## src/drive_ctrl_pkg.sv

```systemverilog
// Constants, types and decode helpers for the drive control code monitor
package drive_ctrl_pkg;
  // Clock rate
  localparam int unsigned CLK_MHZ = 40;
  // Times as specified, in their own units
  localparam int unsigned DESKEW_NS = 1000;
  localparam int unsigned PFW_DETECT_US = 2000;
  localparam int unsigned SAMPLE_MAX_US = 500;
  localparam int unsigned STABLE_US = 400;
  localparam int unsigned PFW_WAIT_MS = 1000;
  localparam int unsigned HOLDOFF_MS = 250;
  // Cycle counts derived from the clock rate
  localparam int unsigned DESKEW_CYC = (DESKEW_NS * CLK_MHZ + 999) / 1000;
  localparam int unsigned STABLE_CYC = STABLE_US * CLK_MHZ;
  localparam int unsigned PFW_WAIT_CYC = PFW_WAIT_MS * 1000 * CLK_MHZ;
  localparam int unsigned HOLDOFF_CYC = HOLDOFF_MS * 1000 * CLK_MHZ;
  // Counter widths
  localparam int unsigned DSK_W = 6;
  localparam int unsigned STAB_W = 14;
  localparam int unsigned LONG_W = 26;
  // Control code values
  localparam logic [2:0] CODE_PFW = 3'h0;
  localparam logic [2:0] CODE_UNDRIVEN = 3'h7;
  localparam logic [2:0] CODE_RATE_MIN = 3'h4;
  localparam logic [2:0] SEQ_LAST = 3'h6;
  localparam logic [2:0] SEQ_FIRST = 3'h0;

  typedef enum logic [1:0] {
    PFW_IDLE = 2'b00,
    PFW_DESKEW = 2'b01,
    PFW_ACTIVE = 2'b10,
    PFW_WAIT = 2'b11
  } pfw_state_t;

  // Failure conditions that force the loop bypass
  typedef struct packed {
    logic wrap_fail;
    logic rx_clk_lost;
    logic tx_clk_lost;
    logic hw_error;
  } fault_t;

  // Complete state of the monitor
  typedef struct packed {
    logic [2:0] s1;
    logic [2:0] s2;
    logic [2:0] s3;
    logic [2:0] code;
    logic [STAB_W-1:0] stab;
    logic accepted;
    logic [2:0] idx;
    pfw_state_t pfw_state;
    logic [DSK_W-1:0] dsk_cnt;
    logic [LONG_W-1:0] pfw_cnt;
    logic pfw_valid;
    logic [1:0] pdis;
    logic flush_req;
    logic halt;
    logic reset_pulse;
    logic holdoff;
    logic [LONG_W-1:0] hold_cnt;
    logic [1:0] byp_n;
    logic rx_en;
  } state_t;

  // Expected code at each step of the hard reset sequence
  function automatic logic [2:0] hr_seq_value(input logic [2:0] idx);
    logic [2:0] v;
    v = 3'h5;
    unique case (idx)
      3'h0: v = 3'h5;
      3'h1: v = 3'h1;
      3'h2: v = 3'h3;
      3'h3: v = 3'h2;
      3'h4: v = 3'h3;
      3'h5: v = 3'h1;
      3'h6: v = 3'h5;
      default: v = 3'h5;
    endcase
    return v;
  endfunction
endpackage

```

## src/drive_control_code_monitor.sv

```systemverilog
// Device control code monitor: warning, hard reset and loop bypass control
`timescale 1ns/1ps
// Function
// RL1: Code zero means power fail warning
// RL2: Codes 7-4 link rate, 3-1 reserved/reset
// RL3: Undriven code lines read as all ones
// RL4: Notice warning code within 2 ms
// RL5: Deskew warning code at least 1 us
// RL6: Stop both ports at frame boundaries
// RL7: Flush cache, then halt writes at block
// RL8: After code change, wait 1 s, reset
// RL9: Reset sequence is 5,1,3,2,3,1,5
// RL10: Backplane holds each value 1 ms
// RL11: Backplane inserts 4 before leading 5
// RL12: Ignore transient 4 before sequence
// RL13: Sample the code at least every 500 us
// RL14: Accept step if expected, stable 400 us
// RL15: Reset immediately on validated final 5
// RL16: Power-on reset, ready within 1 s
// RL17: Wait 250 ms before sampling again; code holds off only warning entry and only after a sequence reset, still tracks reset sequences
// RL18: New sequence during reset restarts it
// RL19: Non-sequence values use other code functions
// RL20: Two active-low bypass requests, one per channel
// RL21: Bypass held until init and config met
// RL22: Bypass on failure or bypass primitive
// RL23: Keep receiving while bypassed
// RL24: Release on enable primitive, self-test, no fault
// RL25: Bypass on wrap, clock loss, hardware error
// RL26: Synchronise code inputs before any checks
module drive_control_code_monitor #(
  parameter int unsigned STABLE_CYC = drive_ctrl_pkg::STABLE_CYC,
  parameter int unsigned PFW_WAIT_CYC = drive_ctrl_pkg::PFW_WAIT_CYC,
  parameter int unsigned HOLDOFF_CYC = drive_ctrl_pkg::HOLDOFF_CYC
) (
  input wire logic clk_sys_in,
  input wire logic srst_in,
  input wire logic [2:0] device_control_code_in,
  input wire logic [1:0] frame_boundary_in,
  input wire logic block_boundary_in,
  input wire logic write_cache_en_in,
  input wire logic flush_done_in,
  input wire logic init_done_in,
  input wire logic config_met_in,
  input wire logic self_test_done_in,
  input wire drive_ctrl_pkg::fault_t faults_in,
  input wire logic [1:0] bypass_prim_in,
  input wire logic [1:0] enable_prim_in,
  output logic [2:0] current_code_out,
  output logic pfw_valid_out,
  output logic [1:0] port_disable_out,
  output logic cache_flush_req_out,
  output logic media_write_halt_out,
  output logic hard_reset_pulse_out,
  output logic sample_holdoff_out,
  output logic bypass_request_ch1_n_out,
  output logic bypass_request_ch2_n_out,
  output logic rx_enable_out
);
  localparam logic [drive_ctrl_pkg::STAB_W-1:0] STAB_END =
    drive_ctrl_pkg::STAB_W'(STABLE_CYC - 1);
  localparam logic [drive_ctrl_pkg::LONG_W-1:0] PFW_END =
    drive_ctrl_pkg::LONG_W'(PFW_WAIT_CYC - 1);
  localparam logic [drive_ctrl_pkg::LONG_W-1:0] HOLD_END =
    drive_ctrl_pkg::LONG_W'(HOLDOFF_CYC - 1);
  localparam logic [drive_ctrl_pkg::DSK_W-1:0] DSK_END =
    drive_ctrl_pkg::DSK_W'(drive_ctrl_pkg::DESKEW_CYC - 1);
  localparam int DSK_DEPTH = drive_ctrl_pkg::DESKEW_CYC;

  drive_ctrl_pkg::state_t st_r;
  drive_ctrl_pkg::state_t st_nxt;
  logic changed;
  logic fire;
  logic fail;

  // Next-state logic for the whole monitor
  always_comb
  begin
    st_nxt = st_r;
    changed = 1'b0;
    fire = 1'b0;
    fail = |faults_in;
    // Three-stage synchroniser on the code pins
    st_nxt.s1 = device_control_code_in; // [RL26]
    st_nxt.s2 = st_r.s1; // [RL26]
    st_nxt.s3 = st_r.s2;
    // New code counts once stages two and three agree
    if (st_r.s2 == st_r.s3 && st_r.s3 != st_r.code)
    begin
      st_nxt.code = st_r.s3; // [RL13]
      changed = 1'b1;
    end
    // Stability timer restarts on every code change
    if (changed)
    begin
      st_nxt.stab = '0;
      st_nxt.accepted = 1'b0;
      // A mismatched value breaks the sequence; 4 never matches
      if (st_r.idx != drive_ctrl_pkg::SEQ_FIRST &&
          st_r.s3 != drive_ctrl_pkg::hr_seq_value(st_r.idx))
      begin
        st_nxt.idx = drive_ctrl_pkg::SEQ_FIRST; // [RL12] [RL19]
      end
    end
    else if (st_r.stab != STAB_END)
    begin
      st_nxt.stab = st_r.stab + 1'b1;
    end
    // Sequence step accepted once stable for the full window
    if (!changed && !st_r.accepted && st_r.stab == STAB_END &&
        st_r.code == drive_ctrl_pkg::hr_seq_value(st_r.idx))
    begin
      st_nxt.accepted = 1'b1; // [RL14] [RL9]
      if (st_r.idx == drive_ctrl_pkg::SEQ_LAST)
      begin
        fire = 1'b1; // [RL15]
        st_nxt.idx = drive_ctrl_pkg::SEQ_FIRST;
      end
      else
      begin
        st_nxt.idx = st_r.idx + 3'h1;
      end
    end
    // Sampling holdoff after a hard reset
    if (st_r.holdoff)
    begin
      st_nxt.hold_cnt = st_r.hold_cnt + 1'b1;
      if (st_r.hold_cnt == HOLD_END)
      begin
        st_nxt.holdoff = 1'b0; // [RL17]
      end
    end
    // Power fail warning sequencing
    st_nxt.reset_pulse = 1'b0;
    unique case (st_r.pfw_state)
      drive_ctrl_pkg::PFW_IDLE:
      begin
        // Entry from any other code; checked every cycle outside the holdoff
        if (!st_r.holdoff && st_r.code == drive_ctrl_pkg::CODE_PFW)
        begin
          st_nxt.pfw_state = drive_ctrl_pkg::PFW_DESKEW; // [RL1] [RL4]
          st_nxt.dsk_cnt = '0;
        end
      end
      drive_ctrl_pkg::PFW_DESKEW:
      begin
        if (st_r.code != drive_ctrl_pkg::CODE_PFW)
        begin
          st_nxt.pfw_state = drive_ctrl_pkg::PFW_IDLE;
        end
        else if (st_r.dsk_cnt == DSK_END)
        begin
          st_nxt.pfw_state = drive_ctrl_pkg::PFW_ACTIVE; // [RL5]
          st_nxt.pfw_valid = 1'b1;
          st_nxt.flush_req = write_cache_en_in; // [RL7]
        end
        else
        begin
          st_nxt.dsk_cnt = st_r.dsk_cnt + 1'b1;
        end
      end
      drive_ctrl_pkg::PFW_ACTIVE:
      begin
        // Each port stops only on its own frame boundary
        st_nxt.pdis = st_r.pdis | frame_boundary_in; // [RL6]
        if (st_r.flush_req && flush_done_in)
        begin
          st_nxt.flush_req = 1'b0;
        end
        // Writes stop on a block boundary once flushing is over
        if (!st_r.flush_req && block_boundary_in)
        begin
          st_nxt.halt = 1'b1; // [RL7]
        end
        if (st_r.code != drive_ctrl_pkg::CODE_PFW &&
            st_r.pdis == 2'h3 && st_r.halt)
        begin
          st_nxt.pfw_state = drive_ctrl_pkg::PFW_WAIT; // [RL8]
          st_nxt.pfw_cnt = '0;
        end
      end
      drive_ctrl_pkg::PFW_WAIT:
      begin
        st_nxt.pfw_cnt = st_r.pfw_cnt + 1'b1;
        if (st_r.pfw_cnt == PFW_END)
        begin
          st_nxt.reset_pulse = 1'b1; // [RL8]
          st_nxt.pfw_state = drive_ctrl_pkg::PFW_IDLE;
          st_nxt.pfw_valid = 1'b0;
          st_nxt.pdis = 2'h0;
          st_nxt.halt = 1'b0;
          st_nxt.flush_req = 1'b0;
        end
      end
    endcase
    // Hard reset request; restarts any reset already under way
    if (fire)
    begin
      st_nxt.reset_pulse = 1'b1; // [RL16] [RL18]
      st_nxt.holdoff = 1'b1; // [RL17]
      st_nxt.hold_cnt = '0;
      st_nxt.pfw_state = drive_ctrl_pkg::PFW_IDLE;
      st_nxt.pfw_valid = 1'b0;
      st_nxt.pdis = 2'h0;
      st_nxt.halt = 1'b0;
      st_nxt.flush_req = 1'b0;
    end
    // Loop bypass request per channel
    for (int ch = 0; ch < 2; ch++)
    begin
      if (fail || bypass_prim_in[ch] || !init_done_in || !config_met_in)
      begin
        st_nxt.byp_n[ch] = 1'b0; // [RL20] [RL21] [RL22] [RL25]
      end
      else if (enable_prim_in[ch] && self_test_done_in)
      begin
        st_nxt.byp_n[ch] = 1'b1; // [RL24]
      end
    end
    // Receiver stays on whether bypassed or not
    st_nxt.rx_en = 1'b1; // [RL23]
  end

  // State register with synchronous reset
  always_ff @(posedge clk_sys_in)
  begin
    if (srst_in)
    begin
      st_r <= '0;
      st_r.s1 <= drive_ctrl_pkg::CODE_UNDRIVEN; // [RL3]
      st_r.s2 <= drive_ctrl_pkg::CODE_UNDRIVEN;
      st_r.s3 <= drive_ctrl_pkg::CODE_UNDRIVEN;
      st_r.code <= drive_ctrl_pkg::CODE_UNDRIVEN; // [RL3]
      st_r.pfw_state <= drive_ctrl_pkg::PFW_IDLE;
      st_r.rx_en <= 1'b1;
    end
    else
    begin
      st_r <= st_nxt;
    end
  end

  // Outputs straight from the state register
  assign current_code_out = st_r.code; // [RL2]
  assign pfw_valid_out = st_r.pfw_valid;
  assign port_disable_out = st_r.pdis;
  assign cache_flush_req_out = st_r.flush_req;
  assign media_write_halt_out = st_r.halt;
  assign hard_reset_pulse_out = st_r.reset_pulse;
  assign sample_holdoff_out = st_r.holdoff;
  assign bypass_request_ch1_n_out = st_r.byp_n[0];
  assign bypass_request_ch2_n_out = st_r.byp_n[1];
  assign rx_enable_out = st_r.rx_en;
endmodule

```

## config.mk

```make
export PLATFORM = sky130hd
export DESIGN_NAME = drive_control_code_monitor
export DESIGN_NICKNAME = d
export VERILOG_FILES = /design/src/drive_ctrl_pkg.sv /design/src/drive_control_code_monitor.sv
export SDC_FILE = /design/constraint.sdc
export NUM_CORES = 1
export LEC_CHECK = 0
export BUFFER_PORTS_ARGS = -buffer_cell sky130_fd_sc_hd__buf_2
export CAP_MARGIN = 20
export CORE_MARGIN = 8
export CORE_UTILIZATION = 48
export DETAILED_ROUTE_END_ITERATION = 7
export GPL_ROUTABILITY_DRIVEN = 1
export PLACE_DENSITY_LB_ADDON = 0.1
export SYNTH_ARGS = -nofsm -noshare
export SYNTH_HDL_FRONTEND = slang
export SYNTH_SLANG_ARGS = --single-unit
```

## constraint.sdc

```tcl
create_clock -name clk_sys_in -period 8.1 [get_ports clk_sys_in]
set_input_delay 1.215 -clock clk_sys_in [delete_from_list [all_inputs] [get_ports clk_sys_in]]
set_output_delay 1.215 -clock clk_sys_in [all_outputs]
set_load 0.1 [all_outputs]
```

==> results by group <==
CTS
  • Post-CTS sizing: 0
  • # H-tree levels: 3
  • Clk sinks: 99
  • CTS Hold Bufs: 0
  • Clk root buf: clkbuf_8
  • CTS tree: done
  • Clk buf depth: 2
  • Post-CTS Setup Inserts: 0
  • CTS Buf Count: 9
  • Clock latency on the worst-skew pair: 0.37 ns
  • Reg clk slew, reported paths: 0.09 ns

Detailed routing
  • Routed wire per std cell: 13.9 um
  • Initial drt markers: 220
  • First-pass detailed-route iteration total: 4
  • Final wirelength: 10.3 mm
  • Vias/cell: 5.66
  • DR DRC count: 0
  • DR vias: 4171
  • Routed Antenna Nets: 0

Synth
  • Mapped Avg Cell Area: 8.24 um^2
  • Cells after Synth: 591
  • Ys async rst share: 0%
  • Synth warnings: 0
  • Area contributors post-synth: dfxtp_1, nor2_1, xor2_1, a21oi_1, nand2_1
  • Commonest cells post-synth: dfxtp_1, nor2_1, nand2_1
  • Top FF cell, synth: dfxtp_1
  • Post-Syn Area: 4870 um^2
  • Post-synthesis mux area share: 1.46%
  • Sequential share of the synthesized area: 40.7%
  • Count leader, synth: dfxtp_1
  • Post-synth net total: 617
  • Synth Area in Compound Gates: 13.6%
  • Xor/xnor share of the synthesized area: 8.28%
  • Post-synth EDFFs: 0
  • Cell taking the most area after synthesis: dfxtp_1
  • Adder-Cell Fraction of Synth Area: 1.29%
  • Synth cell types: 55
  • Largest family of logic cells by synthesized area: simple AND/OR/NAND/NOR gates
  • Simple-gate share of the synthesized area: 29.6%
  • FF+latch count, synth: 99
  • Post-synth top area share: 40.7%

Floorplan
  • Initial Util: 49.6%
  • Chip Height: 117 um
  • # rows: 36
  • DIE AREA: 13600 um^2
  • Io pins: 34
  • Chip width: 117 um
  • Core footprint: 9820 um^2

Global route
  • Tot GR Track Use: 16.0%
  • Grt ovf: 0
  • Vias in the first global route: 3856
  • Largest net degree at the start of global routing: 45
  • Initial antenna violation count: 0
  • Global-route wire length before repair: 17.6 mm

Min path
  • Hold WC Path Type: reg2reg

Cells and area
  • Synth-to-layout area growth: 7.97%
  • Antenna diodes: 0
  • Layout cells sized above 1: 10.6%
  • Final nets: 625

Setup path
  • CP endpoint kind: flip-flop
  • Critical Path AT: 3.21 ns
  • Reg2reg setup slack: 5.14 ns
  • CP Launch Type: flip-flop
  • Worst path required time: 8.35 ns
  • Setup CP Type: reg2reg
  • CP Max Fanout: 33

Pwr
  • Static Leak: 0.00185 uW
  • Pwr/cell area: 170 nW/um^2
  • Peak supply drop: 0.130 mV

Timing
  • Pins Over Slew Limit: 0
  • Worst slew pin tran: 0.866 ns
  • Slew headroom: 42.1%
  • Worst setup margin: 5.14 ns
  • Setup TNS: 0 ns
  • Period utilisation layout: 36.5%
  • Min Tclk post-route: 2.96 ns
  • Endpoints failing hold: 0
  • Unrepaired setup endpoints after global routing: false
  • FMAX: 0.338 GHz
  • Clock skew: 0.00734 ns
  • Setup-violating endpoint count in the final report: 0

Placed design
  • Pre-CTS setup slack: 5.16 ns
  • GPL Wtd Cong: 0.849
  • Buffers on Ports: 32
  • DP HPWL: 6.94 mm

Status
  • Outcome: complete, no violations

Run
  • Max-cap violations: 0
-- sequential cells by signal, summed over array words and instances (netlist names), named ones only --
register / flops
sample_holdoff_out: 1
media_write_halt_out: 1
cache_flush_req_out: 1
port_disable_out: 2
current_code_out: 3
hard_reset_pulse_out: 1
bypass_request_ch2_n_out: 1
bypass_request_ch1_n_out: 1
st_r: 80
pfw_valid_out: 1
st_nxt: 6
-- layout make-up --
class	instances	area, um^2
clock inverter	4	72.6
fill	987	4560
sequential	99	1980
timing repair buffer	34	179
clock buffer	12	155
multi-input combinational	440	2650
tap	133	166
inverter	15	56.3
-- kinds of logic (layout without fill, tap and decap cells) --
family	after synthesis	count (layout)
compound gates	107	107
xor+xnor	46	46
fa+ha+maj	5	5
buf+inv	52	65
flops	99	99
mux	7	7
other cells	1	1
simple gates	274	274
-- layout by cell type (no fill, tap or decap), types with 5 or more instances in the layout --
master | synthesis | routed
a31oi_1 | 13 | 13
and2_1 | 5 | 5
a22oi_1 | 7 | 7
clkbuf_8 | 0 | 11
nor3b_1 | 6 | 6
a21oi_1 | 36 | 36
inv_1 | 15 | 15
nand4_1 | 22 | 22
xnor2_1 | 16 | 16
buf_2 | 1 | 32
nor2_1 | 81 | 81
ha_1 | 5 | 5
nor4_1 | 5 | 5
nor4b_1 | 5 | 5
nor3_1 | 12 | 12
and4_1 | 10 | 10
xor2_1 | 30 | 30
or4_1 | 5 | 5
dfxtp_1 | 99 | 99
and3_1 | 14 | 14
nand2_1 | 45 | 45
or2_2 | 11 | 11
o21ai_0 | 21 | 21
or3_1 | 6 | 6
a311oi_1 | 6 | 6
nand3_1 | 31 | 31
mux2i_1 | 6 | 6
-- worst max-delay path, cell delays in order (launching register included) --
cell     delay (ns)
dfxtp_1        0.49
inv_1          0.20
nor2_1         0.14
ha_1           0.26
or4b_1         0.48
a21oi_1        0.17
o22ai_1        0.11
or4b_4         0.57
nand2_4        0.31
nor2_1         0.10
-- power by group --
group / switching, uW / total (uW) / internal, uW / leakage [uW]
registers: 5.90 / 497 / 491 / 0.000800
logic: 29.3 / 43.1 / 13.8 / 0.000933
clock network: 166 / 356 / 190 / 0.000113
total: 201 / 896 / 695 / 0.00185
-- layer usage --
metal / global-route usage (%) / wire [um] / up-vias
li1: - / - / 2119
met1: 20.4 / 5170 / 1951
met2: 25.0 / 4390 / 93
met4: 5.03 / 114 / 0
met3: 5.17 / 579 / 8
met5: 0 / 0 / -
-- stage by stage --
step                      total power (uW)  std cells  util, %  area (um^2)  hold slack (ns)
after floorplan                        543        591        -         4870            0.389
after global placement                 551        720     51.1         5020            0.391
after detailed placement               551        720     51.1         5020            0.396
after CTS                              912        736     53.4         5250            0.422
after global routing                   937        737     53.5         5260            0.440
final                                  896        737     53.5         5260            0.418
-- worst paths after layout --
kind	start	end	cells after the start
hold / removal	st_nxt[95]$_SDFF_PP1_	st_nxt[92]$_SDFF_PP1_	1
setup / recovery	st_r[70]$_SDFFE_PP0P_	st_r[22]$_SDFFE_PP0P_	9
hold reg to reg	st_nxt[95]$_SDFF_PP1_	st_nxt[92]$_SDFF_PP1_	1
setup reg to reg	st_r[70]$_SDFFE_PP0P_	st_r[22]$_SDFFE_PP0P_	9
(Power assumes the default switching activity.)
